### src/logic/lst_pkg.sv
// Package of register offsets, field layouts and codes for the LED slot and die temperature block
package lst_pkg;
	// Register offsets
	localparam logic [7:0] ADDR_RED_LEVEL = 8'h0c;
	localparam logic [7:0] ADDR_IR_LEVEL = 8'h0d;
	localparam logic [7:0] ADDR_GREEN_A_LEVEL = 8'h0e;
	localparam logic [7:0] ADDR_GREEN_B_LEVEL = 8'h0f;
	localparam logic [7:0] ADDR_SLOT_LOW = 8'h11;
	localparam logic [7:0] ADDR_SLOT_HIGH = 8'h12;
	localparam logic [7:0] ADDR_TEMP_WHOLE = 8'h1f;
	localparam logic [7:0] ADDR_TEMP_PART = 8'h20;
	localparam logic [7:0] ADDR_TEMP_TRIG = 8'h21;
	localparam logic [7:0] ADDR_SAMPLE_CFG = 8'h0a;
	localparam logic [7:0] ADDR_MODE_CFG = 8'h09;
	// Reset values
	localparam logic [7:0] RESET_BYTE = 8'h00;
	// Field positions
	localparam int SLOT_LO_POS = 0;
	localparam int SLOT_HI_POS = 4;
	localparam int RATE_POS = 2;
	localparam int WIDTH_POS = 0;
	localparam int TRIG_POS = 0;
	// Slot selector codes and mode codes
	localparam logic [2:0] SEL_OFF = 3'h0;
	localparam logic [2:0] SEL_RED = 3'h1;
	localparam logic [2:0] SEL_IR = 3'h2;
	localparam logic [2:0] SEL_GREEN = 3'h3;
	localparam logic [2:0] SEL_DARK = 3'h4;
	localparam logic [2:0] MODE_MULTI = 3'h7;
	localparam logic [2:0] MODE_HEART = 3'h2;
	// Highest rate codes per pulse width (SpO2 and heart-rate tables)
	localparam logic [2:0] SPO2_MAX_RATE [4] = '{3'h7, 3'h6, 3'h5, 3'h4};
	localparam logic [2:0] HR_MAX_RATE [4] = '{3'h7, 3'h6, 3'h6, 3'h5};
	localparam logic [4:0] BASE_RESOLUTION = 5'h0f;
	// Step of drive current in microamps
	localparam int DRIVE_STEP_UA = 200;
	// Time of one die temperature conversion, and its cycle count at 125 MHz
	localparam int TEMP_CONV_US = 30;
	localparam int CLK_MHZ = 125;
	localparam int TEMP_CONV_CYCLES = TEMP_CONV_US * CLK_MHZ;
	// Time of one slot's conversion in microseconds
	localparam int SLOT_US = 69;
	localparam int SLOT_CYCLES = SLOT_US * CLK_MHZ;
	localparam int RESULT_W = 24;
	localparam int FIFO_DEPTH = 8;
endpackage : lst_pkg

### src/logic/lst_stream_if.sv
// Interface carrying one stream of slot results between modules
`timescale 1ns/1ns
interface lst_stream_if #(parameter int WIDTH = 24);
	logic valid;
	logic ready;
	logic [WIDTH-1:0] data;
	modport source (output valid, output data, input ready);
	modport sink (input valid, input data, output ready);
endinterface : lst_stream_if

### src/logic/lst_ctrl.sv
// Register file, slot sequencer and die temperature control
`timescale 1ns/1ns
module lst_ctrl #(
	parameter int TEMP_CYCLES = lst_pkg::TEMP_CONV_CYCLES,
	parameter int SLOT_CYCLES = lst_pkg::SLOT_CYCLES,
	parameter int FIFO_DEPTH = lst_pkg::FIFO_DEPTH
) (
	input wire logic clk_sys,
	input wire logic srst,
	input wire logic regWrite,
	input wire logic [7:0] regAddr,
	input wire logic [7:0] regWriteData,
	output logic [7:0] regReadData,
	input wire logic sampleStart,
	input wire logic [23:0] adcResult,
	input wire logic [15:0] tempSensorCode,
	output logic [7:0] redDriveLevel,
	output logic [7:0] infraredDriveLevel,
	output logic [7:0] greenADriveLevel,
	output logic [7:0] greenBDriveLevel,
	output logic [15:0] redCurrentUa,
	output logic [4:0] adcResolution,
	output logic slotBusy,
	output logic tempReady,
	output logic [23:0] resultData,
	output logic resultValid,
	input wire logic resultReady
);
	typedef enum logic [1:0] {SEQ_IDLE, SEQ_PULSE, SEQ_PUSH} lst_seq_t;
	logic [7:0] redLevel_reg;
	logic [7:0] irLevel_reg;
	logic [7:0] greenALevel_reg;
	logic [7:0] greenBLevel_reg;
	logic [7:0] slotLow_reg;
	logic [7:0] slotHigh_reg;
	logic [7:0] tempWhole_reg;
	logic [3:0] tempSixteenths_reg;
	logic tempEnable_reg;
	logic [2:0] modeSelect_reg;
	logic [2:0] sampleRateSelect_reg;
	logic [1:0] pulseWidthSelect_reg;
	logic tempDone_reg;
	logic [$clog2(TEMP_CYCLES+1)-1:0] tempCount_reg;
	lst_seq_t seq_reg;
	logic [1:0] slotIdx_reg;
	logic [$clog2(SLOT_CYCLES+1)-1:0] slotCount_reg;
	logic [23:0] captured_reg;
	lst_stream_if #(.WIDTH(lst_pkg::RESULT_W)) pushIf ();
	lst_stream_if #(.WIDTH(lst_pkg::RESULT_W)) pullIf ();
	wire [2:0] slotSel [4];
	wire [2:0] curSel;
	wire curEnabled;
	wire lastSlot;
	wire multiMode;
	wire [2:0] rateCap;
	wire [2:0] requestedRate;
	wire [2:0] storedRate;
	wire [7:0] tempPartRead;
	wire [7:0] sampleCfgRead;

	////////////////////////////////////////////////////////////////////////
	// Slot selector fields of the two slot registers
	assign slotSel[0] = slotLow_reg[lst_pkg::SLOT_LO_POS +: 3];
	assign slotSel[1] = slotLow_reg[lst_pkg::SLOT_HI_POS +: 3];
	assign slotSel[2] = slotHigh_reg[lst_pkg::SLOT_LO_POS +: 3];
	assign slotSel[3] = slotHigh_reg[lst_pkg::SLOT_HI_POS +: 3];
	assign curSel = slotSel[slotIdx_reg];
	assign curEnabled = (curSel != lst_pkg::SEL_OFF);
	assign lastSlot = (slotIdx_reg == 2'h3);
	assign multiMode = (modeSelect_reg == lst_pkg::MODE_MULTI);

	////////////////////////////////////////////////////////////////////////
	// Drive levels routed per selector; green sinks both of its channels
	assign redDriveLevel = (slotBusy && curSel == lst_pkg::SEL_RED) ? redLevel_reg : 8'h00;
	assign infraredDriveLevel = (slotBusy && curSel == lst_pkg::SEL_IR) ? irLevel_reg : 8'h00;
	assign greenADriveLevel = (slotBusy && curSel == lst_pkg::SEL_GREEN) ? greenALevel_reg : 8'h00;
	assign greenBDriveLevel = (slotBusy && curSel == lst_pkg::SEL_GREEN) ? greenBLevel_reg : 8'h00;
	// Codes 100 and reserved ones fall through to zero, so no LED runs
	assign redCurrentUa = 16'(redLevel_reg * lst_pkg::DRIVE_STEP_UA);
	// A disabled slot passes through PULSE for one cycle but must not look like a pulse
	assign slotBusy = (seq_reg == SEQ_PULSE) && curEnabled;

	////////////////////////////////////////////////////////////////////////
	// Rate capping by pulse width; the write stores the cap when too high
	assign requestedRate = regWriteData[lst_pkg::RATE_POS +: 3];
	assign rateCap = (modeSelect_reg == lst_pkg::MODE_HEART) ? lst_pkg::HR_MAX_RATE[pulseWidthSelect_reg]
		: lst_pkg::SPO2_MAX_RATE[pulseWidthSelect_reg];
	assign storedRate = (requestedRate > rateCap) ? rateCap : requestedRate;
	assign adcResolution = lst_pkg::BASE_RESOLUTION + 5'(pulseWidthSelect_reg);

	////////////////////////////////////////////////////////////////////////
	// Read multiplexer; unmapped offsets read zero
	assign tempPartRead = {4'h0, tempSixteenths_reg};
	assign sampleCfgRead = {3'h0, sampleRateSelect_reg, pulseWidthSelect_reg};
	always_comb
	begin
		unique case (regAddr)
			lst_pkg::ADDR_RED_LEVEL: regReadData = redLevel_reg;
			lst_pkg::ADDR_IR_LEVEL: regReadData = irLevel_reg;
			lst_pkg::ADDR_GREEN_A_LEVEL: regReadData = greenALevel_reg;
			lst_pkg::ADDR_GREEN_B_LEVEL: regReadData = greenBLevel_reg;
			lst_pkg::ADDR_SLOT_LOW: regReadData = slotLow_reg & 8'h77;
			lst_pkg::ADDR_SLOT_HIGH: regReadData = slotHigh_reg & 8'h77;
			lst_pkg::ADDR_TEMP_WHOLE: regReadData = tempWhole_reg;
			lst_pkg::ADDR_TEMP_PART: regReadData = tempPartRead;
			lst_pkg::ADDR_TEMP_TRIG: regReadData = {7'h00, tempEnable_reg};
			lst_pkg::ADDR_MODE_CFG: regReadData = {5'h00, modeSelect_reg};
			lst_pkg::ADDR_SAMPLE_CFG: regReadData = sampleCfgRead;
			default: regReadData = 8'h00;
		endcase
	end

	////////////////////////////////////////////////////////////////////////
	// Configuration registers written by the host
	always_ff @(posedge clk_sys)
	begin
		if (srst)
		begin
			redLevel_reg <= lst_pkg::RESET_BYTE;
			irLevel_reg <= lst_pkg::RESET_BYTE;
			greenALevel_reg <= lst_pkg::RESET_BYTE;
			greenBLevel_reg <= lst_pkg::RESET_BYTE;
			slotLow_reg <= lst_pkg::RESET_BYTE;
			slotHigh_reg <= lst_pkg::RESET_BYTE;
			modeSelect_reg <= 3'h0;
			sampleRateSelect_reg <= 3'h0;
			pulseWidthSelect_reg <= 2'h0;
		end
		else if (regWrite)
		begin
			unique case (regAddr)
				lst_pkg::ADDR_RED_LEVEL: redLevel_reg <= regWriteData;
				lst_pkg::ADDR_IR_LEVEL: irLevel_reg <= regWriteData;
				lst_pkg::ADDR_GREEN_A_LEVEL: greenALevel_reg <= regWriteData;
				lst_pkg::ADDR_GREEN_B_LEVEL: greenBLevel_reg <= regWriteData;
				lst_pkg::ADDR_SLOT_LOW: slotLow_reg <= regWriteData;
				lst_pkg::ADDR_SLOT_HIGH: slotHigh_reg <= regWriteData;
				lst_pkg::ADDR_MODE_CFG: modeSelect_reg <= regWriteData[2:0];
				lst_pkg::ADDR_SAMPLE_CFG:
				begin
					sampleRateSelect_reg <= storedRate;
					pulseWidthSelect_reg <= regWriteData[lst_pkg::WIDTH_POS +: 2];
				end
				default: ;
			endcase
		end
	end

	////////////////////////////////////////////////////////////////////////
	// Die temperature: one conversion per enable write, then self-clear
	always_ff @(posedge clk_sys)
	begin
		if (srst)
		begin
			tempEnable_reg <= 1'b0;
			tempCount_reg <= '0;
			tempWhole_reg <= lst_pkg::RESET_BYTE;
			tempSixteenths_reg <= 4'h0;
			tempDone_reg <= 1'b0;
		end
		else
		begin
			tempDone_reg <= 1'b0;
			if (tempEnable_reg)
			begin
				if (tempCount_reg == '0)
				begin
					// Sensor code: bits 11:4 whole degrees, then bits 3:0 sixteenths
					tempWhole_reg <= tempSensorCode[11:4];
					tempSixteenths_reg <= tempSensorCode[3:0];
					tempEnable_reg <= 1'b0;
					tempDone_reg <= 1'b1;
				end
				else
					tempCount_reg <= tempCount_reg - 1'b1;
			end
			else if (regWrite && regAddr == lst_pkg::ADDR_TEMP_TRIG
				&& regWriteData[lst_pkg::TRIG_POS])
			begin
				tempEnable_reg <= 1'b1;
				tempCount_reg <= ($clog2(TEMP_CYCLES+1))'(TEMP_CYCLES - 1);
			end
			else if (regWrite && regAddr == lst_pkg::ADDR_TEMP_WHOLE)
				tempWhole_reg <= regWriteData;
			else if (regWrite && regAddr == lst_pkg::ADDR_TEMP_PART)
				tempSixteenths_reg <= regWriteData[3:0];
		end
	end
	assign tempReady = tempDone_reg;

	////////////////////////////////////////////////////////////////////////
	// Slot sequencer: walks slots one to four, pushing one result per enabled slot
	always_ff @(posedge clk_sys)
	begin
		if (srst)
		begin
			seq_reg <= SEQ_IDLE;
			slotIdx_reg <= 2'h0;
			slotCount_reg <= '0;
			captured_reg <= 24'h000000;
		end
		else
		begin
			unique case (seq_reg)
				SEQ_IDLE:
					if (sampleStart && multiMode)
					begin
						slotIdx_reg <= 2'h0;
						slotCount_reg <= ($clog2(SLOT_CYCLES+1))'(SLOT_CYCLES - 1);
						seq_reg <= SEQ_PULSE;
					end
				SEQ_PULSE:
					if (!curEnabled)
					begin
						// Disabled slot adds no bytes to the sample
						seq_reg <= lastSlot ? SEQ_IDLE : SEQ_PULSE;
						slotIdx_reg <= slotIdx_reg + 2'h1;
						slotCount_reg <= ($clog2(SLOT_CYCLES+1))'(SLOT_CYCLES - 1);
					end
					else if (slotCount_reg == '0)
					begin
						captured_reg <= adcResult;
						seq_reg <= SEQ_PUSH;
					end
					else
						slotCount_reg <= slotCount_reg - 1'b1;
				SEQ_PUSH:
					// Waits here while the FIFO is full, so no result is dropped
					if (pushIf.ready)
					begin
						seq_reg <= lastSlot ? SEQ_IDLE : SEQ_PULSE;
						slotIdx_reg <= slotIdx_reg + 2'h1;
						slotCount_reg <= ($clog2(SLOT_CYCLES+1))'(SLOT_CYCLES - 1);
					end
				default: seq_reg <= SEQ_IDLE;
			endcase
		end
	end
	assign pushIf.valid = (seq_reg == SEQ_PUSH);
	assign pushIf.data = captured_reg;

	////////////////////////////////////////////////////////////////////////
	// Result FIFO toward the reader
	lst_fifo #(
		.WIDTH(lst_pkg::RESULT_W),
		.DEPTH(FIFO_DEPTH)
	) resultFifo (
		.clk_sys(clk_sys),
		.srst(srst),
		.inSide(pushIf.sink),
		.outSide(pullIf.source)
	);
	assign resultValid = pullIf.valid;
	assign resultData = pullIf.data;
	assign pullIf.ready = resultReady;
endmodule : lst_ctrl

### src/logic/lst_fifo.sv
// Synchronous FIFO with valid and ready on both sides
`timescale 1ns/1ns
module lst_fifo #(
	parameter int WIDTH = 24,
	parameter int DEPTH = 8
) (
	input wire logic clk_sys,
	input wire logic srst,
	lst_stream_if.sink inSide,
	lst_stream_if.source outSide
);
	localparam int AW = $clog2(DEPTH);
	logic [WIDTH-1:0] store [DEPTH];
	logic [AW-1:0] wrPtr_reg;
	logic [AW-1:0] rdPtr_reg;
	logic [AW:0] count_reg;
	wire doWrite;
	wire doRead;
	////////////////////////////////////////////////////////////////////////
	// Handshakes; full and empty come straight from the count
	assign inSide.ready = (count_reg != (AW+1)'(DEPTH));
	assign outSide.valid = (count_reg != '0);
	assign outSide.data = store[rdPtr_reg];
	assign doWrite = inSide.valid && inSide.ready;
	assign doRead = outSide.valid && outSide.ready;
	////////////////////////////////////////////////////////////////////////
	// Storage and pointers
	always_ff @(posedge clk_sys)
	begin
		if (doWrite)
			store[wrPtr_reg] <= inSide.data;
		if (srst)
		begin
			wrPtr_reg <= '0;
			rdPtr_reg <= '0;
			count_reg <= '0;
		end
		else
		begin
			if (doWrite)
				wrPtr_reg <= (wrPtr_reg == AW'(DEPTH - 1)) ? '0 : wrPtr_reg + 1'b1;
			if (doRead)
				rdPtr_reg <= (rdPtr_reg == AW'(DEPTH - 1)) ? '0 : rdPtr_reg + 1'b1;
			count_reg <= count_reg + (AW+1)'(doWrite) - (AW+1)'(doRead);
		end
	end
endmodule : lst_fifo

### config.mk
export PLATFORM = sky130hd
export DESIGN_NAME = lst_ctrl
export DESIGN_NICKNAME = d
export VERILOG_FILES = /design/src/logic/lst_pkg.sv /design/src/logic/lst_stream_if.sv /design/src/logic/lst_ctrl.sv /design/src/logic/lst_fifo.sv
export SDC_FILE = /design/constraint.sdc
export NUM_CORES = 1
export LEC_CHECK = 0
export ABC_CLOCK_PERIOD_IN_PS = 5570
export BUFFER_PORTS_ARGS = -buffer_cell sky130_fd_sc_hd__buf_4
export CORE_MARGIN = 2
export CORE_UTILIZATION = 60
export CTS_CLUSTER_SIZE = 24
export DETAILED_ROUTE_END_ITERATION = 7
export HOLD_SLACK_MARGIN = 0.05
export PLACE_DENSITY = 0.79
export SLEW_MARGIN = 20
export SYNTH_ARGS = -nofsm -noshare
export SYNTH_HDL_FRONTEND = slang
export SYNTH_SLANG_ARGS = --single-unit
### constraint.sdc
create_clock -name clk_sys -period 5.57 [get_ports clk_sys]
set_input_delay 1.114 -clock clk_sys [delete_from_list [all_inputs] [get_ports clk_sys]]
set_output_delay 1.114 -clock clk_sys [all_outputs]
set_load 0.01 [all_outputs]
Word-level counts from Yosys, hierarchy flattened
Memories as Yosys holds them, arrays and structs flattened. A register that Yosys moved wholly into a read port is not among the register bits.
Index checks and enable logic that the tools add are counted.
{"block": "word_totals", "ff_bits": 132, "ramBits": 192, "word_cells": 157, "n_memories": 1}
{"block": "classes", "addsub": 8, "mul": 1, "magnitude_cmp": 3, "eq_ne": 31, "mux": 53, "bitwise_logic": 3, "reduce_logical": 36}
{"memory": "resultFifo.store", "words": 8, "width": 24, "rd": 1, "rd_clocked_by_memory_dff": 1, "wr": 1, "line_no": "lst_fifo.sv:13", "rtl": "logic [WIDTH-1:0] store [DEPTH];"}
{"op": "8-bit one-hot mux with 11 select lines", "count": 1}
{"op": "8-bit two-way mux", "count": 8}
{"op": "14-bit two-way mux", "count": 4}
{"op": "8-bit by 4-bit equality test with 1-bit output (second input constant)", "count": 6}
{"op": "14-bit one-hot mux with 3 select lines", "count": 1}
{"op": "12-bit two-way mux", "count": 3}
{"op": "3-bit two-way mux", "count": 12}
{"op": "8-bit by 5-bit equality test with 1-bit output (second input constant)", "count": 3}
{"op": "4-bit two-way mux", "count": 5}
{"op": "3-bit binary-select mux with 2-bit select", "count": 3}
{"op": "2-bit AND reduction", "count": 9}
{"op": "8-bit by 6-bit equality test with 1-bit output (second input constant)", "count": 2}
{"op": "14-bit logical NOT", "count": 1}
{"op": "2-bit two-way mux", "count": 7}
{"op": "14-bit by 1-bit subtractor with 14-bit output (second input constant)", "count": 1}
{"op": "8-bit by 5-bit multiplier with 13-bit output (second input constant)", "count": 1}
{"op": "12-bit logical NOT", "count": 1}
{"op": "2-bit != test (second input constant)", "count": 6}
{"op": "2-bit one-hot mux with 3 select lines", "count": 2}
{"op": "4-bit AND reduction", "count": 3}
{"op": "12-bit by 1-bit subtractor with 12-bit output (second input constant)", "count": 1}
{"op": "1-bit logical AND", "count": 11}
{"op": "3-bit by 2-bit equality test with 1-bit output (second input constant)", "count": 3}
{"op": "3-bit equality test (second input constant)", "count": 3}
{"op": "other kinds (23)", "count": 38}

Longest topological paths before layout
{"block": "logic_depth", "depth_word": 8, "mapped_depth": 12, "ltp_nobuf": 12}

Hierarchy
A second synthesis with hierarchy kept.
{"block": "hier_totals", "cells_unflattened": 1135, "area_unflattened_um2": 14512.7}
{"mod": "lst_fifo", "instances": 1, "cells_each": 354, "area_per_inst_um2": 7976.4}
{"mod": "lst_ctrl", "instances": 1, "cells_each": 781, "area_per_inst_um2": 6536.3}

Least setup slack after synthesis
OpenSTA, ideal clock, no wires.
{"block": "synth_timing", "path_type": "input-to-output", "startpoint": "input regAddr[2]", "endpoint": "output regReadData[2]", "arrival_ps": 2883, "required_ps": 4456, "slack_ps": 1573, "stages": 5, "path_cell_list": "or4_1 > or3_1 > nor3b_1 > a221oi_1 > o21ai_1"}
{"block": "synth_between", "elab_chain_len": 2, "elab_cells_between_ends": 12, "cone_classes": "eq/ne: 11; mux: 1"}
{"item": "from (decl)", "line_no": "lst_ctrl.sv:11", "rtl": "input wire logic [7:0] regAddr,"}
{"item": "8-bit by 4-bit equality test with 1-bit output, or another cell as far along", "line_no": "lst_ctrl.sv:97", "rtl": "unique case (regAddr)"}
{"item": "8-bit one-hot mux with 11 select lines (*)", "line_no": "lst_ctrl.sv:97"}
{"item": "to (decl)", "line_no": "lst_ctrl.sv:13", "rtl": "output logic [7:0] regReadData,"}
Mark *: on every way between the ends. The rest lies on a longest branch, timed or not.

Final worst setup path
{"block": "layout_timing", "startpoint": "register redLevel_reg[2]", "endpoint": "output redCurrentUa[15]"}
{"block": "layout_between", "elab_chain_len": 1}
{"item": "from (decl)", "line_no": "lst_ctrl.sv:30", "rtl": "logic [7:0] redLevel_reg;"}
{"item": "from (signal assigned)", "line_no": "lst_ctrl.sv:119", "rtl": "redLevel_reg <= lst_pkg::RESET_BYTE;"}
{"item": "from (signal assigned)", "line_no": "lst_ctrl.sv:132", "rtl": "lst_pkg::ADDR_RED_LEVEL: redLevel_reg <= regWriteData;"}
{"item": "8-bit by 5-bit multiplier with 13-bit output", "line_no": "lst_ctrl.sv:79", "rtl": "assign redCurrentUa = 16'(redLevel_reg * lst_pkg::DRIVE_STEP_UA);"}
{"item": "to (decl)", "line_no": "lst_ctrl.sv:21", "rtl": "output logic [15:0] redCurrentUa,"}
No other way between the ends.

==> flow_metrics.py <==
metrics = {
    "setup_path": {
        "reg2reg_slack_ns": 2.64,
        "path_class": "register to output pin",
        "critPathLaunchType": "register",
        "endpoint_kind": "output pin",
        "cp.required_ns": 4.46,
        "crit_arrival_ns": 3.72,
        "crit_fanout": 6,
    },
    "pwr": {
        "switchingPower_mw": 1.231,
        "peakVddDrop_uv": 252.8,
        "seq_power_share": 0.500,
        "powerDensity_nw_per_um2": 313.4,
        "p_comb_frac": 0.117,
        "intPower_mw": 4.008,
        "p_clk_frac": 0.383,
        "leakage_nw": 6.434,
        "swShare": 0.2350,
    },
    "clocking": {
        "post_cts_resized": 0,
        "clockBufferDepth": 3,
        "postCtsHoldBufs": 0,
        "cts_sinks": 325,
        "htree_levels": 1,
        "cts_tree": "yes",
        "clk_pin_slew_worst_paths_ns": 0.07,
        "numCtsBuffers": 31,
        "cts-root-buf": "clkbuf_16",
        "postCtsSetupBuffers": 0,
        "insertion_delay_ns": 0.55,
    },
    "timing": {
        "finalClockSkew_ns": 0.008899,
        "finalCriticalPeriod_ns": 4.837,
        "fmax_ghz": 0.2067,
        "max_slew_margin": 0.3514,
        "worst_pin_slew_ns": 0.9730,
        "finalSetupTns_ns": 0,
        "final_hold_viol_count": 0,
        "slew_violations": 0,
        "grt_setup_unrepaired": "false",
        "setup_viol": 0,
        "post-route-period-util": 0.8684,
    },
    "floorplanning": {
        "core_area_um2": 23470,
        "die_h_um": 158.7,
        "io_pins": 149,
        "die_area_um2": 25190,
        "die_x_um": 158.7,
        "rows": 56,
        "initial_utilization": 0.6119,
    },
    "synth": {
        "syn_area_per_cell_um2": 12.85,
        "ys_ff_latch": 325,
        "yosysUniqueCellTypes": 63,
        "syn_inst": 1118,
        "synth-async-reset-ratio": 0,
        "ys_warn_count": 0,
        "synth_area_um2": 14360,
        "ys_seq_area_frac": 0.5868,
        "synth-edff-count": 192,
        "ys.flop_type": "edfxtp_1",
    },
    "hold_path": {
        "min_path_type": "register to register",
    },
    "global_routing": {
        "antenna_found_initial": 1,
        "grt_pass1_wl_mm": 50.11,
        "grt_max_degree": 77,
        "grt.total_usage": 0.2489,
        "global_route.overflow_total": 0,
        "grt_pass1_vias": 9360,
    },
    "route": {
        "vias": 9295,
        "first_pass_iters": 5,
        "drc": 0,
        "postRouteAntennaNets": 0,
        "routed_via_density": 5.824,
        "routedWlPerCell_um": 19.82,
        "wirelength_mm": 31.64,
        "drtIter0Drc": 651,
    },
    "placed_design": {
        "placed_area_um2": 15730,
        "hpwl_mm": 19.71,
        "port_buffers": 141,
        "gp_congestion": 0.8184,
    },
    "job": {
        "max_cap_violations": 0,
    },
    "cells_and_area": {
        "syn_to_final_growth_pct": 16.39,
        "fin_area_um2": 16720,
        "nets": 1369,
        "largest_register_ffs": 192,
        "drive_gt1_frac": 0.2414,
    },
    "status": {
        "status": "complete, no violations",
    },
}
-- path summary, 6_finish.rpt --
kind                                        start                                   end  cells after the start
min reg2reg  sampleRateSelect_reg[2]$_SDFFE_PP0P_  sampleRateSelect_reg[2]$_SDFFE_PP0P_                      2
max reg2reg         tempCount_reg[0]$_SDFFE_PP0P_         tempWhole_reg[7]$_SDFFE_PP0P_                      8
max                  redLevel_reg[2]$_SDFFE_PP0P_                      redCurrentUa[15]                     11
min          sampleRateSelect_reg[2]$_SDFFE_PP0P_  sampleRateSelect_reg[2]$_SDFFE_PP0P_                      2
-- worst max-delay path, stage by stage, from the launching register on --
cell	delay, ns
dfxtp_1	0.48
ha_1	0.29
ha_1	0.32
fa_1	0.46
ha_1	0.35
a21o_1	0.20
a21oi_1	0.21
nor2b_1	0.08
o21a_1	0.19
o41a_1	0.32
xnor2_1	0.14
buf_4	0.14
-- cell type report --
class / instances / area [um^2]
Clock buffer: 41 / 874.6
Multi-Input combinational cell: 706 / 5608
Tap cell: 319 / 399.1
Sequential cell: 325 / 8433
Inverter: 31 / 116.4
Antenna cell: 1 / 2.502
Clock inverter: 17 / 111.4
Fill cell: 1574 / 6756
Timing Repair Buffer: 156 / 1171
-- layer usage --
metal / global-route usage / vias up / share of wire / wire length (um)
met5: 0 / - / 0 / 0
met4: 0.04879 / 0 / 0.013 / 414
met3: 0.03553 / 31 / 0.066 / 2081
met2: 0.4416 / 351 / 0.51 / 16260
met1: 0.3299 / 4533 / 0.41 / 12880
li1: - / 4380 / - / -
-- placed cells by master, fill, tap and decap left out, types with 5 or more instances in the layout --
cell,instances
nand3_1,18
clkbuf_1,5
ha_1,53
mux2i_1,46
mux2_2,25
clkinv_1,5
nand2_1,96
nor4_1,7
buf_4,156
clkbuf_16,32
mux4_2,54
a21oi_1,79
xnor2_1,17
nand2b_1,8
nor2b_1,12
nor3b_1,11
nor2_1,114
and2_1,31
a22oi_1,9
xor2_1,9
edfxtp_1,192
o21ai_0,9
nor3_1,19
dfxtp_1,131
inv_1,30
nor2_2,5
or3_1,5
a211oi_1,14
-- metrics by stage --
stage                     cells  hold WS, ns  setup slack (ns)  total power [mW]  utilization
after CTS                  1595       0.4647            0.7255             5.273       0.7120
after floorplan            1120       0.4366             1.573             3.076            -
final                      1596       0.4675            0.7331             5.239       0.7122
after global routing       1595       0.4988            0.5990             5.408       0.7120
after global placement     1537       0.4474             1.321             3.266       0.6700
after detailed placement   1537       0.4558             1.318             3.283       0.6700
-- kinds of logic after synthesis --
kind of cell,share of synthesized area
buffers and inverters,0.02622
adders and majority gates,0.05175
and+or+nand+nor,0.1160
DFF,0.5868
AOI/OAI and AO/OA,0.06133
other,0.0002611
muxes,0.1418
xor gates and xnor gates,0.01586
-- synthesized netlist by cell type, drive strengths merged (12+ instances only) --
library cell | number | share of area
edfxtp | 192 | 0.40
dfxtp | 133 | 0.19
nor2 | 119 | 0.031
nand2 | 96 | 0.025
a21oi | 79 | 0.028
mux4 | 57 | 0.090
ha | 53 | 0.046
mux2i | 46 | 0.032
clkbuf | 36 | 0.0094
and2 | 31 | 0.014
inv | 30 | 0.0078
mux2 | 25 | 0.020
nor3 | 23 | 0.0080
buf | 22 | 0.0087
nand3 | 18 | 0.0063
xnor2 | 17 | 0.010
a211oi | 14 | 0.0073
nor2b | 12 | 0.0052
-- power by group through the flow --
stage               registers [mW]  logic, mW  clock network, mW
global route                  2.63      0.661               2.11
floorplan                     2.60      0.474                  0
detailed placement            2.68      0.606                  0
finish                        2.62      0.612               2.01
global placement              2.68      0.591                  0
CTS                           2.62      0.618               2.03
(Power assumes the default switching activity.)
